**config.mk**
```make
export PLATFORM = sky130hd
export DESIGN_NAME = temp_limit_alert_logic
export DESIGN_NICKNAME = d
export VERILOG_FILES = /design/src/temp_alert_pkg.sv /design/src/reading_if.sv /design/src/remote_offset_corrector.sv /design/src/remote_limit_comparator.sv /design/src/temp_limit_alert_logic.sv
export SDC_FILE = /design/constraint.sdc
export NUM_CORES = 1
export LEC_CHECK = 0
export ABC_AREA = 1
export BUFFER_PORTS_ARGS = -buffer_cell sky130_fd_sc_hd__buf_2
export CAP_MARGIN = 40
export CORE_MARGIN = 5
export CORE_UTILIZATION = 55
export DETAILED_ROUTE_END_ITERATION = 10
export PLACE_DENSITY = 0.95
export SYNTH_ARGS = -nofsm -noshare
export SYNTH_HDL_FRONTEND = slang
export SYNTH_SLANG_ARGS = --single-unit
```
**constraint.sdc**
```tcl
create_clock -name clk_sys -period 7.77 [get_ports clk_sys]
set_input_delay 1.554 -clock clk_sys [delete_from_list [all_inputs] [get_ports clk_sys]]
set_output_delay 1.554 -clock clk_sys [all_outputs]
set_load 0.03 [all_outputs]
```
**src/temp_alert_pkg.sv**
```systemverilog
/*
  Shared constants, status layout, reading formats and the helper function of the
  temperature limit and alert logic.
  Assumes readings arrive as 16-bit left-justified words with 1/256 degree weight.
*/
package temp_alert_pkg;

  // ----------------------------------------------------------------------
  // Status flag layout
  // ----------------------------------------------------------------------
  localparam int STAT_W = 8;
  localparam int STAT_BUSY = 7;
  localparam int STAT_LOCAL_HIGH = 6;
  localparam int STAT_REMOTE_HIGH = 4;
  localparam int STAT_REMOTE_LOW = 3;
  localparam int STAT_DIODE_FAULT = 2;
  localparam int STAT_REMOTE_CRIT = 1;
  localparam logic [STAT_W-1:0] STAT_RESET = 8'h00;
  // Flags that may drive the alert line; busy and diode fault never do
  localparam logic [STAT_W-1:0] STAT_ALERT_SOURCES = 8'h5A;

  // ----------------------------------------------------------------------
  // Reading formats
  // ----------------------------------------------------------------------
  localparam int WORD_W = 16;
  localparam int EXT_W = 18;
  localparam int FRAC_W = 8;
  localparam logic [WORD_W-1:0] RES_MASK_FILTER = 16'hFFF8;
  localparam logic [WORD_W-1:0] RES_MASK_PLAIN = 16'hFFE0;
  localparam logic signed [EXT_W-1:0] SIGNED_MAX = 18'sh07FFF;
  localparam logic signed [EXT_W-1:0] SIGNED_MIN = 18'sh38000;
  localparam logic signed [EXT_W-1:0] UNSIGNED_MAX = 18'sh0FFFF;
  localparam logic signed [EXT_W-1:0] UNSIGNED_MIN = 18'sh00000;
  localparam logic [FRAC_W-1:0] FRAC_ZERO = 8'h00;
  localparam logic [7:0] BYTE_ZERO = 8'h00;
  localparam logic [WORD_W-1:0] WORD_ZERO = 16'h0000;

  // Widens a reading or limit word to the common comparison range
  function automatic logic signed [EXT_W-1:0] to_ext(input logic [WORD_W-1:0] w,
                                                     input logic unsigned_fmt);
    to_ext = unsigned_fmt ? $signed({2'b00, w}) : $signed({{2{w[WORD_W-1]}}, w});
  endfunction

endpackage

```
**src/reading_if.sv**
```systemverilog
/*
  Carrier between the alert top and its offset corrector and limit comparator.
  Assumes the top drives all raw inputs from its own clock domain.
*/
`timescale 1ns/1ns
interface reading_if;
  import temp_alert_pkg::*;
  logic [WORD_W-1:0] raw_word;
  logic [WORD_W-1:0] offset_word;
  logic [WORD_W-1:0] corrected_word;
  logic unsigned_fmt;
  logic filter_en;
  logic [WORD_W-1:0] high_limit;
  logic [WORD_W-1:0] low_limit;
  logic [7:0] crit_limit;
  logic [7:0] crit_hyst;
  logic above_high;
  logic below_low;
  logic above_crit;
  logic crit_release;

  modport corrector (input raw_word, offset_word, unsigned_fmt, filter_en,
                     output corrected_word);
  modport comparator (input corrected_word, unsigned_fmt, high_limit, low_limit,
                      crit_limit, crit_hyst,
                      output above_high, below_low, above_crit, crit_release);
  modport owner (output raw_word, offset_word, unsigned_fmt, filter_en, high_limit,
                 low_limit, crit_limit, crit_hyst,
                 input corrected_word, above_high, below_low, above_crit, crit_release);
endinterface

```
**src/remote_offset_corrector.sv**
```systemverilog
/*
  Adds the signed offset to the raw remote reading, clamps and trims resolution.
  Assumes a purely combinational path; the top registers the result.
*/
`timescale 1ns/1ns
module remote_offset_corrector
  import temp_alert_pkg::*;
(
  reading_if.corrector rd
);

  logic signed [EXT_W-1:0] sum;
  logic signed [EXT_W-1:0] clamped;
  logic signed [EXT_W-1:0] hi_bound;
  logic signed [EXT_W-1:0] lo_bound;

  // ----------------------------------------------------------------------
  // Correction and clamp
  // ----------------------------------------------------------------------
  always_comb begin
    sum = to_ext(rd.raw_word, rd.unsigned_fmt) + to_ext(rd.offset_word, 1'b0); // RULE_18
    hi_bound = rd.unsigned_fmt ? UNSIGNED_MAX : SIGNED_MAX; // RULE_17
    lo_bound = rd.unsigned_fmt ? UNSIGNED_MIN : SIGNED_MIN;
    // Clamped rather than wrapped so a hot diode never reads as cold
    if (sum > hi_bound) begin
      clamped = hi_bound;
    end else if (sum < lo_bound) begin
      clamped = lo_bound;
    end else begin
      clamped = sum;
    end
  end

  assign rd.corrected_word = clamped[WORD_W-1:0] &
                             (rd.filter_en ? RES_MASK_FILTER : RES_MASK_PLAIN); // RULE_16 RULE_17

endmodule

```
**src/remote_limit_comparator.sv**
```systemverilog
/*
  Compares the corrected remote reading with the high, low and critical limits.
  Assumes limits share the reading's signed or unsigned format.
*/
`timescale 1ns/1ns
module remote_limit_comparator
  import temp_alert_pkg::*;
(
  reading_if.comparator rd
);

  logic signed [EXT_W-1:0] reading_x;
  logic signed [EXT_W-1:0] crit_x;
  logic signed [EXT_W-FRAC_W:0] release_whole;
  logic signed [EXT_W-FRAC_W:0] reading_whole;

  // ----------------------------------------------------------------------
  // Limit tests
  // ----------------------------------------------------------------------
  always_comb begin
    reading_x = to_ext(rd.corrected_word, rd.unsigned_fmt); // RULE_07
    crit_x = to_ext({rd.crit_limit, FRAC_ZERO}, rd.unsigned_fmt);
    // Whole-degree view: arithmetic floor of the fractional reading
    reading_whole = $signed({reading_x[EXT_W-1], reading_x[EXT_W-1:FRAC_W]});
    release_whole = $signed({crit_x[EXT_W-1], crit_x[EXT_W-1:FRAC_W]}) -
                    $signed({3'b000, rd.crit_hyst});
  end

  assign rd.above_high = reading_x > to_ext(rd.high_limit, rd.unsigned_fmt); // RULE_21
  assign rd.below_low = reading_x < to_ext(rd.low_limit, rd.unsigned_fmt); // RULE_21
  assign rd.above_crit = reading_x > crit_x; // RULE_05 RULE_21
  assign rd.crit_release = reading_whole <= release_whole; // RULE_19

endmodule

```
**src/temp_limit_alert_logic.sv**
```systemverilog
/*
  Top of the temperature limit and alert logic: holds readings, limits,
  status flags, the alert mask and the two open-drain output drives.
  Assumes configuration, limit writes and status reads come from a register
  port on the same clock, and that conversion_done is a one-cycle pulse.
*/
`timescale 1ns/1ns

// How it works
// (RULE_01) On each finished conversion, compare local and remote readings with their limits.
// (RULE_02) Out-of-limit readings set their matching status flag.
// (RULE_03) Unmasked set flags, except busy and diode fault, pull alert low.
// (RULE_04) Alert and critical outputs only pull low, otherwise float.
// (RULE_05) Critical output asserts when remote reading exceeds critical limit.
// (RULE_06) Critical hysteresis and fan-table hysteresis are separate registers.
// (RULE_07) Unsigned select picks signed or unsigned remote comparisons.
// (RULE_08) Comparator mode releases alert once the condition clears, no software.
// (RULE_09) In interrupt mode a status read with alert flags sets the mask.
// (RULE_10) Status flags clear only through a host status read; the remote critical flag also clears at its release point. Busy tracks conversion_busy.
// (RULE_11) Flags set again at the next conversion if still out of limit.
// (RULE_12) That status read also clears flags and releases alert.
// (RULE_13) Alerts are generated only while the mask bit holds zero.
// (RULE_14) Host reads status and services it before clearing the mask.
// (RULE_15) Standby halts conversions; a second bit decides whether PWM runs.
// (RULE_16) Local values are 8 bits; remote reading is a left-justified 16-bit word.
// (RULE_17) Filtered remote readings keep 13 bits; unsigned format reaches above 127.
// (RULE_18) A signed offset is added to remote readings before reporting and comparing.
// (RULE_19) Critical flag and output release at limit minus hysteresis, whole degrees.
// (RULE_20) Critical limit stays at default until the override bit is set.
// (RULE_21) Comparisons are strict; equal to a limit never trips.
// (RULE_22) Mask, comparator mode and flags reset to zero: interrupt mode, enabled.
module temp_limit_alert_logic
  import temp_alert_pkg::*;
#(
  parameter logic [7:0] CRIT_LIMIT_RESET = 8'h64,
  parameter logic [7:0] CRIT_HYST_RESET = 8'h0A,
  parameter logic [7:0] LUT_HYST_RESET = 8'h04
)
(
  input wire logic clk_sys,
  input wire logic resetn,
  input wire logic conversion_done,
  input wire logic conversion_busy,
  input wire logic [7:0] local_raw,
  input wire logic [WORD_W-1:0] remote_raw,
  input wire logic remote_diode_fault,
  input wire logic status_read,
  input wire logic alert_mask_write,
  input wire logic alert_mask_wdata,
  input wire logic comparator_mode,
  input wire logic unsigned_format_select,
  input wire logic remote_filter_enable,
  input wire logic standby,
  input wire logic pwm_disable_in_standby,
  input wire logic critical_limit_override,
  input wire logic [7:0] local_high_limit,
  input wire logic [WORD_W-1:0] remote_high_limit,
  input wire logic [WORD_W-1:0] remote_low_limit,
  input wire logic crit_limit_write,
  input wire logic [7:0] crit_limit_wdata,
  input wire logic crit_hyst_write,
  input wire logic [7:0] crit_hyst_wdata,
  input wire logic lut_hyst_write,
  input wire logic [7:0] lut_hyst_wdata,
  input wire logic [7:0] remote_offset_high_byte,
  input wire logic [7:0] remote_offset_low_byte,
  output logic [7:0] local_reading,
  output logic [7:0] remote_reading_high,
  output logic [7:0] remote_reading_low,
  output logic [STAT_W-1:0] alert_status,
  output logic [STAT_W-1:0] status_read_data,
  output logic alert_mask,
  output logic [7:0] remote_critical_limit,
  output logic [7:0] crit_hysteresis,
  output logic [7:0] lut_hysteresis,
  output logic conversions_enabled,
  output logic pwm_enabled,
  output logic alert_n_out,
  output logic alert_n_oe,
  output logic crit_temp_n_out,
  output logic crit_temp_n_oe
);

  // ----------------------------------------------------------------------
  // State
  // ----------------------------------------------------------------------
  typedef struct packed {
    logic [7:0] local_reading;
    logic [WORD_W-1:0] remote_reading;
    logic [STAT_W-1:0] flags;
    logic [STAT_W-1:0] cond;
    logic [STAT_W-1:0] read_data;
    logic mask;
    logic crit_active;
    logic [7:0] crit_limit;
    logic [7:0] crit_hyst;
    logic [7:0] lut_hyst;
    logic conv_en;
    logic pwm_en;
    logic alert_oe;
    logic crit_oe;
    logic alert_level;
    logic crit_level;
  } state_t;

  localparam state_t STATE_RESET = '{
    local_reading: BYTE_ZERO,
    remote_reading: WORD_ZERO,
    flags: STAT_RESET,
    cond: STAT_RESET,
    read_data: STAT_RESET,
    mask: 1'b0,
    crit_active: 1'b0,
    crit_limit: CRIT_LIMIT_RESET,
    crit_hyst: CRIT_HYST_RESET,
    lut_hyst: LUT_HYST_RESET,
    conv_en: 1'b1,
    pwm_en: 1'b1,
    alert_oe: 1'b0,
    crit_oe: 1'b0,
    alert_level: 1'b0,
    crit_level: 1'b0
  };

  state_t s_q;
  state_t s_d;

  // ----------------------------------------------------------------------
  // Remote path: offset correction and limit comparison
  // ----------------------------------------------------------------------
  reading_if rd ();

  assign rd.raw_word = remote_raw;
  assign rd.offset_word = {remote_offset_high_byte, remote_offset_low_byte};
  assign rd.unsigned_fmt = unsigned_format_select;
  assign rd.filter_en = remote_filter_enable;
  assign rd.high_limit = remote_high_limit;
  assign rd.low_limit = remote_low_limit;
  assign rd.crit_limit = s_q.crit_limit;
  assign rd.crit_hyst = s_q.crit_hyst;

  remote_offset_corrector u_corrector (
    .rd(rd.corrector)
  );

  remote_limit_comparator u_comparator (
    .rd(rd.comparator)
  );

  // ----------------------------------------------------------------------
  // Next-state logic
  // ----------------------------------------------------------------------
  logic take_conv;
  logic local_above;
  logic [STAT_W-1:0] set_vec;
  logic [STAT_W-1:0] clr_vec;
  logic [STAT_W-1:0] cond_now;
  logic alert_any;

  always_comb begin
    s_d = s_q;
    set_vec = STAT_RESET;
    clr_vec = STAT_RESET;
    cond_now = s_q.cond;
    alert_any = 1'b0;

    // Conversions stop in standby; a late done pulse is dropped
    take_conv = conversion_done & s_q.conv_en; // RULE_15
    local_above = $signed(local_raw) > $signed(local_high_limit); // RULE_01 RULE_21

    // Standby and PWM gating
    s_d.conv_en = ~standby; // RULE_15
    s_d.pwm_en = ~(standby & pwm_disable_in_standby); // RULE_15

    // Readings are latched only at the end of a conversion
    if (take_conv) begin
      s_d.local_reading = local_raw; // RULE_16
      s_d.remote_reading = rd.corrected_word; // RULE_16 RULE_18
    end

    // Limit registers; critical limit locked until override
    if (crit_limit_write && critical_limit_override) begin
      s_d.crit_limit = crit_limit_wdata; // RULE_20
    end
    if (crit_hyst_write) begin
      s_d.crit_hyst = crit_hyst_wdata; // RULE_06
    end
    if (lut_hyst_write) begin
      s_d.lut_hyst = lut_hyst_wdata; // RULE_06
    end

    // Critical output state with hysteresis
    if (take_conv) begin
      if (rd.above_crit) begin
        s_d.crit_active = 1'b1; // RULE_05
      end else if (rd.crit_release) begin
        s_d.crit_active = 1'b0; // RULE_19
      end
    end

    // Live out-of-limit view, refreshed each conversion
    if (take_conv) begin
      cond_now = STAT_RESET;
      cond_now[STAT_LOCAL_HIGH] = local_above; // RULE_01
      cond_now[STAT_REMOTE_HIGH] = rd.above_high; // RULE_01
      cond_now[STAT_REMOTE_LOW] = rd.below_low; // RULE_01
      cond_now[STAT_REMOTE_CRIT] = s_d.crit_active; // RULE_01
      cond_now[STAT_DIODE_FAULT] = remote_diode_fault;
    end
    s_d.cond = cond_now;

    // Sticky flag events from this conversion
    if (take_conv) begin
      set_vec[STAT_LOCAL_HIGH] = local_above; // RULE_02
      set_vec[STAT_REMOTE_HIGH] = rd.above_high; // RULE_02
      set_vec[STAT_REMOTE_LOW] = rd.below_low; // RULE_02
      set_vec[STAT_REMOTE_CRIT] = rd.above_crit; // RULE_02
      set_vec[STAT_DIODE_FAULT] = remote_diode_fault; // RULE_02
      clr_vec[STAT_REMOTE_CRIT] = ~rd.above_crit & rd.crit_release; // RULE_19
    end

    // Status read returns the flags and clears them
    if (status_read) begin
      s_d.read_data = s_q.flags;
      s_d.read_data[STAT_BUSY] = conversion_busy;
      clr_vec = ~STAT_RESET; // RULE_10 RULE_12
      if (!comparator_mode && |(s_q.flags & STAT_ALERT_SOURCES)) begin
        s_d.mask = 1'b1; // RULE_09
      end
    end

    // A conversion event in the clearing cycle survives the read
    s_d.flags = (s_q.flags & ~clr_vec) | set_vec; // RULE_10 RULE_11
    s_d.flags[STAT_BUSY] = conversion_busy;

    // Software mask write; the read-induced set takes priority
    if (alert_mask_write && !s_d.mask) begin
      s_d.mask = alert_mask_wdata; // RULE_13
    end else if (alert_mask_write && !(status_read && !comparator_mode)) begin
      s_d.mask = alert_mask_wdata; // RULE_13
    end

    // Alert source: live condition or sticky flags, depending on mode
    if (comparator_mode) begin
      alert_any = |(s_d.cond & STAT_ALERT_SOURCES); // RULE_08
    end else begin
      alert_any = |(s_d.flags & STAT_ALERT_SOURCES); // RULE_03 RULE_12
    end
    s_d.alert_oe = alert_any & ~s_d.mask; // RULE_03 RULE_13
    s_d.crit_oe = s_d.crit_active; // RULE_05

    // Open-drain drive level is always low; only the enable moves
    s_d.alert_level = 1'b0; // RULE_04
    s_d.crit_level = 1'b0; // RULE_04
  end

  // ----------------------------------------------------------------------
  // State register
  // ----------------------------------------------------------------------
  always_ff @(posedge clk_sys or negedge resetn) begin
    if (!resetn) begin
      s_q <= STATE_RESET; // RULE_22
    end else begin
      s_q <= s_d;
    end
  end

  // ----------------------------------------------------------------------
  // Outputs
  // ----------------------------------------------------------------------
  assign local_reading = s_q.local_reading;
  assign remote_reading_high = s_q.remote_reading[WORD_W-1:8];
  assign remote_reading_low = s_q.remote_reading[7:0];
  assign alert_status = s_q.flags;
  assign status_read_data = s_q.read_data;
  assign alert_mask = s_q.mask;
  assign remote_critical_limit = s_q.crit_limit;
  assign crit_hysteresis = s_q.crit_hyst;
  assign lut_hysteresis = s_q.lut_hyst;
  assign conversions_enabled = s_q.conv_en;
  assign pwm_enabled = s_q.pwm_en;
  assign alert_n_out = s_q.alert_level;
  assign alert_n_oe = s_q.alert_oe;
  assign crit_temp_n_out = s_q.crit_level;
  assign crit_temp_n_oe = s_q.crit_oe;

endmodule

```
; ---- Yosys cells after proc, flatten, opt, wreduce, memory -nomap -nowiden
; Cells that the tools add are included.
; Widths: inputs -> output; s select.
[classes]
add_sub_neg = 2
order_cmp = 7
mux = 23
bitwise = 12
n_reduce_logical = 11
[ops]
columns = operator, n
row1 = $mux 18, 6
row2 = $mux 16, 3
row3 = $gt 18x18->1, 2
row4 = $lt 18x18->1, 2
row5 = $add 18x16->18, 1
row6 = $gt 18x17->1, 1
row7 = $and 16x16->16, 1
row8 = $mux 7, 2
row9 = $reduce_or 4->1, 3
row10 = $le 10x11->1, 1
row11 = $sub 10x9->11, 1
row12 = $mux 1, 10
row13 = $gt 8x8->1, 1
row14 = $and 7x7->7, 1
row15 = $not 7->7, 1
row16 = $or 7x7->7, 1
row17 = $logic_and 1x1->1, 5
row18 = $mux 5, 1
row19 = $and 1x1->1, 4
row20 = $mux 4, 1
row21 = $not 1->1, 4
row22 = $logic_not 1->1, 3
[word_totals]
register_bits = 74
inputBits = 121
out_inout_bits = 71
elab_cells = 69

; ---- Longest topological paths before layout
; Gate-level depths: netlist of the first run.
[logic_depth]
depth_word = 18
mapped_depth = 42
mapped_depth_nobuf = 41

; ---- By module
; A second synthesis of the first run with hierarchy kept.
[hier_totals]
hier_cells = 967
area_unflattened_um2 = 6841.6
[modules_own_cells]
columns = mod, n_inst, cells_per_inst, area_each_um2, seq_area_each_um2
row1 = temp_limit_alert_logic, 1, 366, 3515.9, 1836.8
row2 = remote_limit_comparator, 1, 312, 1875.5, 0.0
row3 = remote_offset_corrector, 1, 289, 1450.1, 0.0

; ---- Worst setup path after synthesis of the first run
; Ideal clock, no wire load.
[synth_path]
path_type = input port to flip-flop
startpoint = input remote_raw[2]
endpoint = register s_q, in the netlist alert_n_oe
setup_time_ns = 0.071
arrival_ns = 6.145
required_ns = 7.699
slack_ns = 1.554
path_stages = 39
n_path_buf = 2
path_cell_list = ha_1 > or2_4 > nand3_2 > nand2_2 > nand2_1 > nand2_1 > a31o_2 > xnor2_1 > inv_1 > ha_1 > nand2_1 > nor3_1 > nand3_1 > nor2_1 > nand3_1 > nor2_1 > nand2_1 > nand2_2 > [3 not listed] > clkbuf_1 > nand2_1 > ha_1 > nand2_1 > nor2_1 > a211oi_1 > o221ai_1 > nand3_1 > nand2_1 > a21oi_1 > or2_2 > o21ai_0 > inv_1 > a21oi_1 > a21oi_1 > nand3_1 > nand2_1 > nor2_1
[synth_lines]
columns = item, line
row1 = "start, declared", temp_limit_alert_logic.sv:45  ; input wire logic [WORD_W-1:0] remote_raw,
row2 = "end signal, assigned", temp_limit_alert_logic.sv:262  ; s_q <= STATE_RESET;
row3 = "end signal, assigned", temp_limit_alert_logic.sv:264  ; s_q <= s_d;
row4 = "end, declared", temp_limit_alert_logic.sv:125  ; state_t s_q;

==> flow_summary.yaml, run 1 <==
synthesis:
  netlist_top_cells_area: "sky130_fd_sc_hd__dfrtp_1, sky130_fd_sc_hd__ha_1, sky130_fd_sc_hd__nand2_1"
  synth_area_per_cell_sq_um: 7.29
  synth-warning-count: 0
  seq_area_frac_synth_pct: 28.0
  post-synth-top-area-cell: "sky130_fd_sc_hd__dfrtp_1"
  post_synth_num_cell_types: 50
  ys.flop_type: "sky130_fd_sc_hd__dfrtp_1"
  postSynth.asyncResetShare_pct: 100
  synth_seq_cells: 70
  post_synth_most_frequent_cells: "sky130_fd_sc_hd__nand2_1, sky130_fd_sc_hd__inv_1, sky130_fd_sc_hd__ha_1"
  postSynthCellCount: 863
  area_share_of_the_largest_cell_type_after_synthesis_pct: 24.7
  synth_edf_count: 0
  synth_most_common_cell: "sky130_fd_sc_hd__nand2_1"
  synth_area_sq_mm: 0.00629
grt:
  grt_pass1_wl_mm: 25.4
  grt.overflow.total: 0
  maximum_number_of_pins_on_one_net_before_global_route_repair: 39
  grt.total_usage_pct: 23.2
  antenna_found_initial: 2
  via_count_of_the_first_global_routing_pass: 5622
floorplanning:
  dieWidth_microns: 117
  placeableCoreArea_sq_mm: 0.0113
  die-height_microns: 117
  number_of_standard_cell_rows_in_the_floorplan: 39
  floorplan.die_area_sq_mm: 0.0137
  floorplan.initialDensity_pct: 55.6
  floorplan.io_pins: 192
critical_path:
  critPathRequiredTime_ps: 7980
  worst_path_cell_with_the_longest_stage_delay: "sky130_fd_sc_hd__ha_1"
  slowest_delay_ps: 350
  setup.worst_path.end_class: "flip-flop"
  timing.critical_path.mode_cell: "sky130_fd_sc_hd__nand2_1"
  timing.setup.critical_path_class: "primary input to flip-flop"
  setup.worst_path.start_class: "primary input"
  critPathArrivalTime_ps: 6640
  crit_fanout: 28
placed_design:
  place_congestion: 0.941
  hpwl_mm: 13.3
  placed_cells_incl_taps: 1120
  port-buffer-count: 186
finish:
  flow.area_growth_from_synthesis_pct: 14.7
  layoutNonFillerInstCount: 1136
  finalNetCount: 1189
  post_route_cells_drive_above_1_share_pct: 26.6
  n_fill_cell: 984
  antenna_cells: 0
timing:
  fin_worst_skew_ps: 5.88
  setup_violations: 0
  fin_setup_tns_ps: 0
  max_slew_violations: 0
  worst-slew-pin-transition_ps: 722
  report.final.hold_viol_count: 0
  timing.max_slew.rel_slack_pct: 51.7
  grt_setup_unrepaired: "false"
  fin_crit_sh_pct: 82.7
  fmaxAchievable_ghz: 0.156
  finalCriticalPeriod_ps: 6430
detailed_routing:
  drt-initial-drc-count: 337
  avgViaCountPerCell: 5.14
  routed_wire_length_per_instance_microns: 13.9
  drc_violation_count_after_routing: 0
  drtPass1Iterations: 5
  routed_wirelength_mm: 15.8
  final_antenna_net_count: 0
  vias: 5843
clock_network:
  clock_sink_count: 70
  postCtsHoldBufs: 0
  total_setup_buffers_inserted_after_cts: 0
  cts_tree: "built"
  clkSlewWorstSetupHoldPaths_ps: 50
  deepest_level_of_the_cts_h_tree: 3
  clk-insertion-delay-late_ps: 330
  post_cts_resize_count: 0
  cts-root-buf: "sky130_fd_sc_hd__clkbuf_16"
  cts.path.max_buffers: 2
  cts_made_buffers: 9
power_and_ir_drop:
  vdd_drop_max_uv: 178
  power.density_mw_per_mm2: 236
  p_leak_nw: 4.29
job:
  drv.max_cap_violation_count: 0
min_path:
  hold_path_class: "flip-flop to flip-flop"
run_status:
  outcome: "complete, no violations"
[worst paths after layout]
path                       cells past startpoint                               to                             from  slack (ps)
setup / recovery                              36             alert_n_oe$_DFF_PN0_                   remote_raw[12]        1340
hold / removal                                 2  status_read_data[4]$_DFFE_PN0P_  status_read_data[4]$_DFFE_PN0P_         460
setup reg to reg                              25             alert_n_oe$_DFF_PN0_   crit_hysteresis[1]$_DFFE_PN1P_        3960
hold reg to reg                                2  status_read_data[4]$_DFFE_PN0P_  status_read_data[4]$_DFFE_PN0P_         460
max in group asynchronous                      3   crit_hysteresis[3]$_DFFE_PN1P_                           resetn        5890
min in group asynchronous                      2        alert_status[2]$_DFF_PN0_                           resetn        1260
[flip-flops by register name (all words and copies together) (netlist names)]
name,count
crit_temp_n_oe,1
alert_status,8
conversions_enabled,1
crit_hysteresis,8
alert_mask,1
s_q,4
local_reading,8
alert_n_oe,1
remote_critical_limit,8
status_read_data,8
remote_reading_low,5
pwm_enabled,1
remote_reading_high,8
lut_hysteresis,8
[metrics by stage]
stage	total power [mW]	instance area [sq um]	setup slack, ps	utilization, %	hold WS [ps]
2_1_floorplan	1.14	6310	1550	-	443
3_3_place_gp	1.26	6870	1320	60.7	448
3_5_place_dp	1.29	6920	1070	61.1	455
4_1_cts	1.71	7210	1400	63.7	468
5_1_grt	1.84	7210	726	63.7	494
6_report	1.70	7210	1340	63.7	464
[layout by cell type (no fill, tap or decap), types with 3 or more instances in the layout]
| master | Yosys | layout |
|---|---|---|
| sky130_fd_sc_hd__nand2_1 | 224 | 224 |
| sky130_fd_sc_hd__buf_2 | 0 | 186 |
| sky130_fd_sc_hd__inv_1 | 137 | 137 |
| sky130_fd_sc_hd__ha_1 | 78 | 78 |
| sky130_fd_sc_hd__dfrtp_1 | 62 | 62 |
| sky130_fd_sc_hd__nor2_1 | 52 | 52 |
| sky130_fd_sc_hd__a21oi_1 | 46 | 46 |
| sky130_fd_sc_hd__nand3_1 | 34 | 34 |
| sky130_fd_sc_hd__o21ai_0 | 29 | 29 |
| sky130_fd_sc_hd__nand2_2 | 14 | 14 |
| sky130_fd_sc_hd__nand4_1 | 9 | 9 |
| sky130_fd_sc_hd__a31oi_1 | 9 | 9 |
| sky130_fd_sc_hd__mux2_2 | 9 | 9 |
| sky130_fd_sc_hd__clkbuf_16 | 0 | 9 |
| sky130_fd_sc_hd__dfstp_2 | 8 | 8 |
| sky130_fd_sc_hd__inv_2 | 6 | 6 |
| sky130_fd_sc_hd__nand3b_1 | 5 | 5 |
| sky130_fd_sc_hd__nor3_1 | 5 | 5 |
| sky130_fd_sc_hd__conb_1 | 1 | 5 |
| sky130_fd_sc_hd__nor2_2 | 4 | 4 |
| sky130_fd_sc_hd__xor2_1 | 4 | 4 |
| sky130_fd_sc_hd__xnor2_1 | 4 | 4 |
| sky130_fd_sc_hd__a211oi_1 | 4 | 4 |
| sky130_fd_sc_hd__a21o_1 | 3 | 3 |
| sky130_fd_sc_hd__nand3_2 | 3 | 3 |
| sky130_fd_sc_hd__o211ai_1 | 3 | 3 |
| sky130_fd_sc_hd__or2_2 | 3 | 3 |
[cells by family after synthesis]
family / Yosys count / synth area share (%)
xor gates and xnor gates: 10 / 1.63
AOI/OAI and AO/OA: 110 / 10.3
and+or+nand+nor: 360 / 24.8
DFF: 70 / 28.0
buffers and inverters: 223 / 17.4
adders and majority gates: 80 / 16.1
other: 1 / 0.0596
muxes: 9 / 1.61
[critical path: cells and delay by family]
kind / cells / cell delay (ps)
AND/OR/NAND/NOR: 22 / 2380
AO/OA/AOI/OAI: 7 / 1320
adder cells (fa/ha/maj): 3 / 830
buffers and inverters: 3 / 320
XOR/XNOR: 1 / 250
[cell type report]
cell class	instances	area [sq um]	share of cell area (%)
inverters	144	541	7.49
repair buffers	189	986	13.7
clock inverters	7	72.6	1.01
well taps	143	179	2.48
multi-input cells	574	3450	47.8
clock buffers	9	225	3.12
flip-flops and latches	70	1760	24.4
[per-layer routing]
metal | vias to the layer above | track usage (%) | share of wire (%)
li1 | 2939 | - | -
met1 | 2657 | 27.8 | 39
met2 | 218 | 41.4 | 50
met3 | 25 | 6.27 | 9.3
met4 | 4 | 5.58 | 1.4
met5 | - | 0 | 0.17
[where the power goes]
group          switching [mW]  internal (mW)
combinational           0.534          0.294
clock                   0.156          0.249
sequential             0.0389          0.429
total                   0.729          0.972
Note: power is estimated with default switching activity, not from simulation.
==> run 2: changes to the inputs <==
- CORE_UTILIZATION: 55 -> 53
- PLACE_DENSITY: 0.95 -> 0.93
- clock period: 7.77 -> 6.7 ns (I/O delays scaled with it)
==> flow_summary.yaml, run 2 (synthesized netlist as in run 1, its figures left out) <==
critical_path:
  critPathArrivalTime_ps: 6360
  worstPathBufferInverterCount: 5
  setup.worst_path.end_class: "flip-flop"
  setup.reg_to_reg.worst_slack_ps: 2970
  timing.critical_path.mode_cell: "sky130_fd_sc_hd__nand2_1"
  ff2ff_path_depth: 25
  slowest_delay_ps: 330
  reg2reg_from: "crit_hysteresis[1]$_DFFE_PN1P_"
  cp_top_family: "simple AND/OR/NAND/NOR gates"
  timing.setup.critical_path_class: "primary input to flip-flop"
  critPathRequiredTime_ps: 6960
  regToRegEndpoint: "alert_n_oe$_DFF_PN0_"
  worst_path_cell_with_the_longest_stage_delay: "sky130_fd_sc_hd__ha_1"
  setup.worst_path.start_class: "primary input"
  crit_fanout: 28
  critPathCapture: "alert_n_oe$_DFF_PN0_"
  path_depth: 41
  crit_path_start: "remote_raw[8]"
clock_network:
  clkSlewWorstSetupHoldPaths_ps: 60
  postCtsHoldBufs: 0
  post_cts_resize_count: 0
  total_setup_buffers_inserted_after_cts: 0
  clock_sink_count: 70
  deepest_level_of_the_cts_h_tree: 3
  cts_made_buffers: 9
  cts-root-buf: "sky130_fd_sc_hd__clkbuf_16"
  clk-insertion-delay-late_ps: 330
  cts_tree: "built"
  cts.path.max_buffers: 2
job:
  drv.max_cap_violation_count: 0
detailed_routing:
  vias: 5810
  drtPass1Iterations: 5
  routed_wire_length_per_instance_microns: 13.9
  drt-initial-drc-count: 414
  drc_violation_count_after_routing: 0
  final_antenna_net_count: 0
  avgViaCountPerCell: 5.11
  routed_wirelength_mm: 15.8
timing:
  max_slew_violations: 0
  timing.max_slew.rel_slack_pct: 53.4
  grt_setup_unrepaired: "false"
  fin_worst_skew_ps: 6.95
  fmaxAchievable_ghz: 0.164
  fin_setup_tns_ps: 0
  finalCriticalPeriod_ps: 6100
  fin_crit_sh_pct: 91.0
  worst-slew-pin-transition_ps: 698
  setup_violations: 0
  report.final.hold_viol_count: 0
grt:
  grt_pass1_wl_mm: 26.0
  grt.total_usage_pct: 22.2
  via_count_of_the_first_global_routing_pass: 5567
  grt.overflow.total: 0
  antenna_found_initial: 0
  maximum_number_of_pins_on_one_net_before_global_route_repair: 68
finish:
  post_route_cells_drive_above_1_share_pct: 26.4
  highest_count_cells_in_the_layout_ignoring_fill_and_taps: "sky130_fd_sc_hd__nand2_1, sky130_fd_sc_hd__buf_2, sky130_fd_sc_hd__inv_1"
  commonest_non_fill_non_tap_cell_in_the_layout: "sky130_fd_sc_hd__nand2_1"
  flow.area_growth_from_synthesis_pct: 14.8
  finalNetCount: 1189
  n_fill_cell: 1030
floorplanning:
  placeableCoreArea_sq_mm: 0.0115
  floorplan.io_pins: 192
  dieWidth_microns: 119
  floorplan.die_area_sq_mm: 0.0141
  number_of_standard_cell_rows_in_the_floorplan: 39
  floorplan.initialDensity_pct: 54.6
  die-height_microns: 119
power_and_ir_drop:
  power.density_mw_per_mm2: 275
  vdd_drop_max_uv: 130
  totalPowerFinal_mw: 1.98
  p_leak_nw: 4.29
placed_design:
  place_congestion: 0.926
  hpwl_mm: 13.2
  port-buffer-count: 186
min_path:
  hold_path_class: "flip-flop to flip-flop"
run_status:
  outcome: "complete, no violations"
run 2: changes by cell type in the layout (fill, tap and decap cells not counted), sizes merged:
| cell | change |
|---|---|
| clkbuf | +2 |
| clkinv | -2 |
| diode | +1 |
run 2: layout make-up:
| cell class | instances | area (sq um) | share of cell area (%) |
|---|---|---|---|
| diodes | 1 | 2.50 | 0.0347 |
| clock buffers | 11 | 233 | 3.22 |
| clock inverters | 5 | 58.8 | 0.815 |
| inverters | 144 | 541 | 7.49 |
| multi-input cells | 574 | 3450 | 47.8 |
| flip-flops and latches | 70 | 1760 | 24.4 |
| well taps | 143 | 179 | 2.48 |
| repair buffers | 189 | 996 | 13.8 |
run 2: worst min-delay path, stage by stage, from the launching register on:
cell and delay, ps:
sky130_fd_sc_hd__dfrtp_1 330, sky130_fd_sc_hd__nand2_1 50, sky130_fd_sc_hd__nand2_1 60
run 2: metrics by stage:
| stage | utilization [%] | hold WS [ps] | instance area, sq um | worst slack, ps | cells |
|---|---|---|---|---|---|
| finish | 62.7 | 473 | 7220 | 601 | 1137 |
| floorplan | - | 443 | 6310 | 698 | 867 |
| global route | 62.7 | 482 | 7220 | 85.3 | 1136 |
| detailed placement | 60.1 | 461 | 6930 | 302 | 1120 |
| CTS | 62.7 | 475 | 7220 | 631 | 1136 |
| global placement | 59.7 | 451 | 6870 | 462 | 1118 |
run 2: worst min path at each step:
stage	startpoint	to	slack (ps)	cells past startpoint
final	remote_reading_high[7]$_DFFE_PN0P_	remote_reading_high[7]$_DFFE_PN0P_	470	2
after detailed placement	status_read_data[3]$_DFFE_PN0P_	status_read_data[3]$_DFFE_PN0P_	460	2
after global placement	status_read_data[1]$_DFFE_PN0P_	status_read_data[1]$_DFFE_PN0P_	450	2
after global routing	status_read_data[3]$_DFFE_PN0P_	status_read_data[3]$_DFFE_PN0P_	480	2
after CTS	status_read_data[3]$_DFFE_PN0P_	status_read_data[3]$_DFFE_PN0P_	480	2
after floorplan	status_read_data[1]$_DFFE_PN0P_	status_read_data[1]$_DFFE_PN0P_	440	2
run 2: per-layer routing:
| layer | global-route usage (%) | share of wire (%) | vias to the layer above |
|---|---|---|---|
| li1 | - | - | 2930 |
| met1 | 28.2 | 45 | 2637 |
| met2 | 38.1 | 47 | 213 |
| met3 | 5.31 | 6.0 | 30 |
| met4 | 5.50 | 2.0 | 0 |
| met5 | 0 | 0 | - |
run 2: power by group:
group	switching [mW]	internal (mW)	total, mW	leakage (nW)
clock	0.176	0.289	0.465	0.136
sequential	0.0425	0.498	0.541	0.832
combinational	0.635	0.345	0.979	3.32
total	0.853	1.13	1.98	4.29
==> run 3: changes to the inputs <==
- CORE_MARGIN: 5 -> unset
- CORE_UTILIZATION: 53 -> 54
- SYNTH_HIERARCHICAL: unset -> 1
==> flow_summary.yaml, run 3 <==
synthesis:
  netlist_top_cells_area: "sky130_fd_sc_hd__dfrtp_1, sky130_fd_sc_hd__nand2_1, sky130_fd_sc_hd__ha_1"
  ys.flop_type: "sky130_fd_sc_hd__dfrtp_1"
  post_synth_num_cell_types: 40
  post-synth-top-area-cell: "sky130_fd_sc_hd__dfrtp_1"
  synth_seq_cells: 73
  area_share_of_the_largest_cell_type_after_synthesis_pct: 23.8
  synth-warning-count: 6
  synth_area_sq_mm: 0.00684
  seq_area_frac_synth_pct: 26.8
  synth_most_common_cell: "sky130_fd_sc_hd__nand2_1"
  synth_edf_count: 0
  post_synth_most_frequent_cells: "sky130_fd_sc_hd__nand2_1, sky130_fd_sc_hd__inv_1, sky130_fd_sc_hd__ha_1"
  postSynthCellCount: 967
  synth_area_per_cell_sq_um: 7.08
  postSynth.asyncResetShare_pct: 100
min_path:
  hold_path_startpoint: "status_read_data[1]$_DFFE_PN0P_"
  holdPathStages: 2
  holdPathEnd: "status_read_data[1]$_DFFE_PN0P_"
  hold_path_class: "flip-flop to flip-flop"
finish:
  post_route_cells_drive_above_1_share_pct: 24.3
  layoutNonFillerInstCount: 1266
  finalNetCount: 1304
  final_area_sq_mm: 0.00778
  commonest_non_fill_non_tap_cell_in_the_layout: "sky130_fd_sc_hd__nand2_1"
  highest_count_cells_in_the_layout_ignoring_fill_and_taps: "sky130_fd_sc_hd__nand2_1, sky130_fd_sc_hd__buf_2, sky130_fd_sc_hd__inv_1"
  flow.area_growth_from_synthesis_pct: 13.7
critical_path:
  slowest_delay_ps: 380
  setup.worst_path.start_class: "primary input"
  critPathArrivalTime_ps: 6440
  crit_fanout: 6
  timing.setup.critical_path_class: "primary input to flip-flop"
  setup.reg_to_reg.worst_slack_ps: 3330
  critPathRequiredTime_ps: 6970
  reg2reg_from: "remote_critical_limit[0]$_DFFE_PN0P_"
  regToRegEndpoint: "alert_n_oe$_DFF_PN0_"
  ff2ff_path_depth: 20
  setup.worst_path.end_class: "flip-flop"
  timing.critical_path.mode_cell: "sky130_fd_sc_hd__nand2_1"
  worst_path_cell_with_the_longest_stage_delay: "sky130_fd_sc_hd__fa_1"
floorplanning:
  floorplan.initialDensity_pct: 56.3
  die-height_microns: 115
  placeableCoreArea_sq_mm: 0.0122
  floorplan.io_pins: 192
  dieWidth_microns: 115
  number_of_standard_cell_rows_in_the_floorplan: 40
  floorplan.die_area_sq_mm: 0.0131
grt:
  antenna_found_initial: 1
  grt.total_usage_pct: 25.4
  via_count_of_the_first_global_routing_pass: 5927
  globalRouteMet1Util_pct: 31.7
  grt_pass1_wl_mm: 26.5
  gr_util_met2_pct: 43.7
  globalRouteMet3Util_pct: 4.50
  grt.overflow.total: 0
  globalRoute.busiestLayer: "met2"
  maximum_number_of_pins_on_one_net_before_global_route_repair: 50
placed_design:
  place_congestion: 0.886
  placed_cells_incl_taps: 1248
  postPlaceCellArea_sq_mm: 0.00745
  port-buffer-count: 189
  preCtsSetupSlack_ps: 366
  hpwl_mm: 13.2
detailed_routing:
  routed_wirelength_mm: 16.1
  final_antenna_net_count: 0
  avgViaCountPerCell: 4.93
  drtPass1Iterations: 5
  routed_wire_length_per_instance_microns: 12.7
  vias: 6241
  drt-initial-drc-count: 367
  drc_violation_count_after_routing: 0
timing:
  worst-slew-pin-transition_ps: 649
  finalCriticalPeriod_ps: 6180
  fin_worst_skew_ps: 6.87
  fin_setup_tns_ps: 0
  max_slew_violations: 0
  grt_setup_unrepaired: "false"
  fin_crit_sh_pct: 92.2
  fmaxAchievable_ghz: 0.162
  timing.final.ws_setup_ps: 522
  timing.max_slew.rel_slack_pct: 56.2
  report.final.hold_viol_count: 0
  setup_violations: 0
clock_network:
  total_setup_buffers_inserted_after_cts: 0
  cts_tree: "built"
  postCtsHoldBufs: 0
  post_cts_resize_count: 0
  clkSlewWorstSetupHoldPaths_ps: 60
  cts.path.max_buffers: 2
  cts_made_buffers: 9
  deepest_level_of_the_cts_h_tree: 3
  clock_sink_count: 73
  clk-insertion-delay-late_ps: 340
  cts-root-buf: "sky130_fd_sc_hd__clkbuf_16"
power_and_ir_drop:
  power.density_mw_per_mm2: 271
  p_leak_nw: 4.77
  vdd_drop_max_uv: 162
run_status:
  outcome: "complete, no violations"
job:
  drv.max_cap_violation_count: 0
## run 3: worst max-delay path by stage
stage / start / end / cells past startpoint
floorplan: remote_raw[0] / alert_n_oe$_DFF_PN0_ / 36
global placement: remote_raw[9] / alert_n_oe$_DFF_PN0_ / 42
detailed placement: remote_raw[0] / alert_n_oe$_DFF_PN0_ / 35
CTS: remote_raw[0] / alert_n_oe$_DFF_PN0_ / 35
global route: remote_raw[9] / alert_n_oe$_DFF_PN0_ / 41
finish: remote_raw[0] / alert_n_oe$_DFF_PN0_ / 35
## run 3: kinds of logic after synthesis
logic type                 share of synthesized area, %
AOI/OAI and AO/OA                                  5.85
adders and majority gates                          17.0
DFF                                                26.8
xor gates and xnor gates                           1.39
muxes                                              3.95
buffers and inverters                              17.7
and+or+nand+nor                                    27.1
other                                             0.110
## run 3: worst max-delay path: cells and delay by family
kind	cells	cell delay, ps
XOR/XNOR	1	170
adder cells (fa/ha/maj)	4	1200
buffers and inverters	6	410
AND/OR/NAND/NOR	18	2070
AO/OA/AOI/OAI	6	1240
## run 3: per-stage QoR
stage / utilization, % / hold slack [ps] / power [mW]
after global placement: 61.1 / 450 / 1.55
after global routing: 63.9 / 488 / 2.29
final: 64.0 / 467 / 2.11
after detailed placement: 61.3 / 462 / 1.59
after floorplan: - / 443 / 1.40
after CTS: 63.9 / 469 / 2.11
## run 3: area by class of cell
| class | count | area, sq um |
|---|---|---|
| clock inverters | 6 | 90.1 |
| diodes | 2 | 5.00 |
| flip-flops and latches | 73 | 1840 |
| multi-input cells | 650 | 3800 |
| clock buffers | 10 | 229 |
| repair buffers | 190 | 976 |
| inverters | 167 | 628 |
| well taps | 168 | 210 |
| fillers | 1093 | 4380 |
## run 3: routing by layer
layer  share of wire, %  vias to the layer above
met3                5.5                       28
met4                2.3                        0
met1                 44                     2790
met5                  0                        -
met2                 48                      223
li1                   -                     3200
## run 3: power breakdown
group	internal (mW)	switching (mW)	total (mW)
clock network	0.327	0.185	0.512
logic	0.358	0.670	1.03
registers	0.522	0.0458	0.568
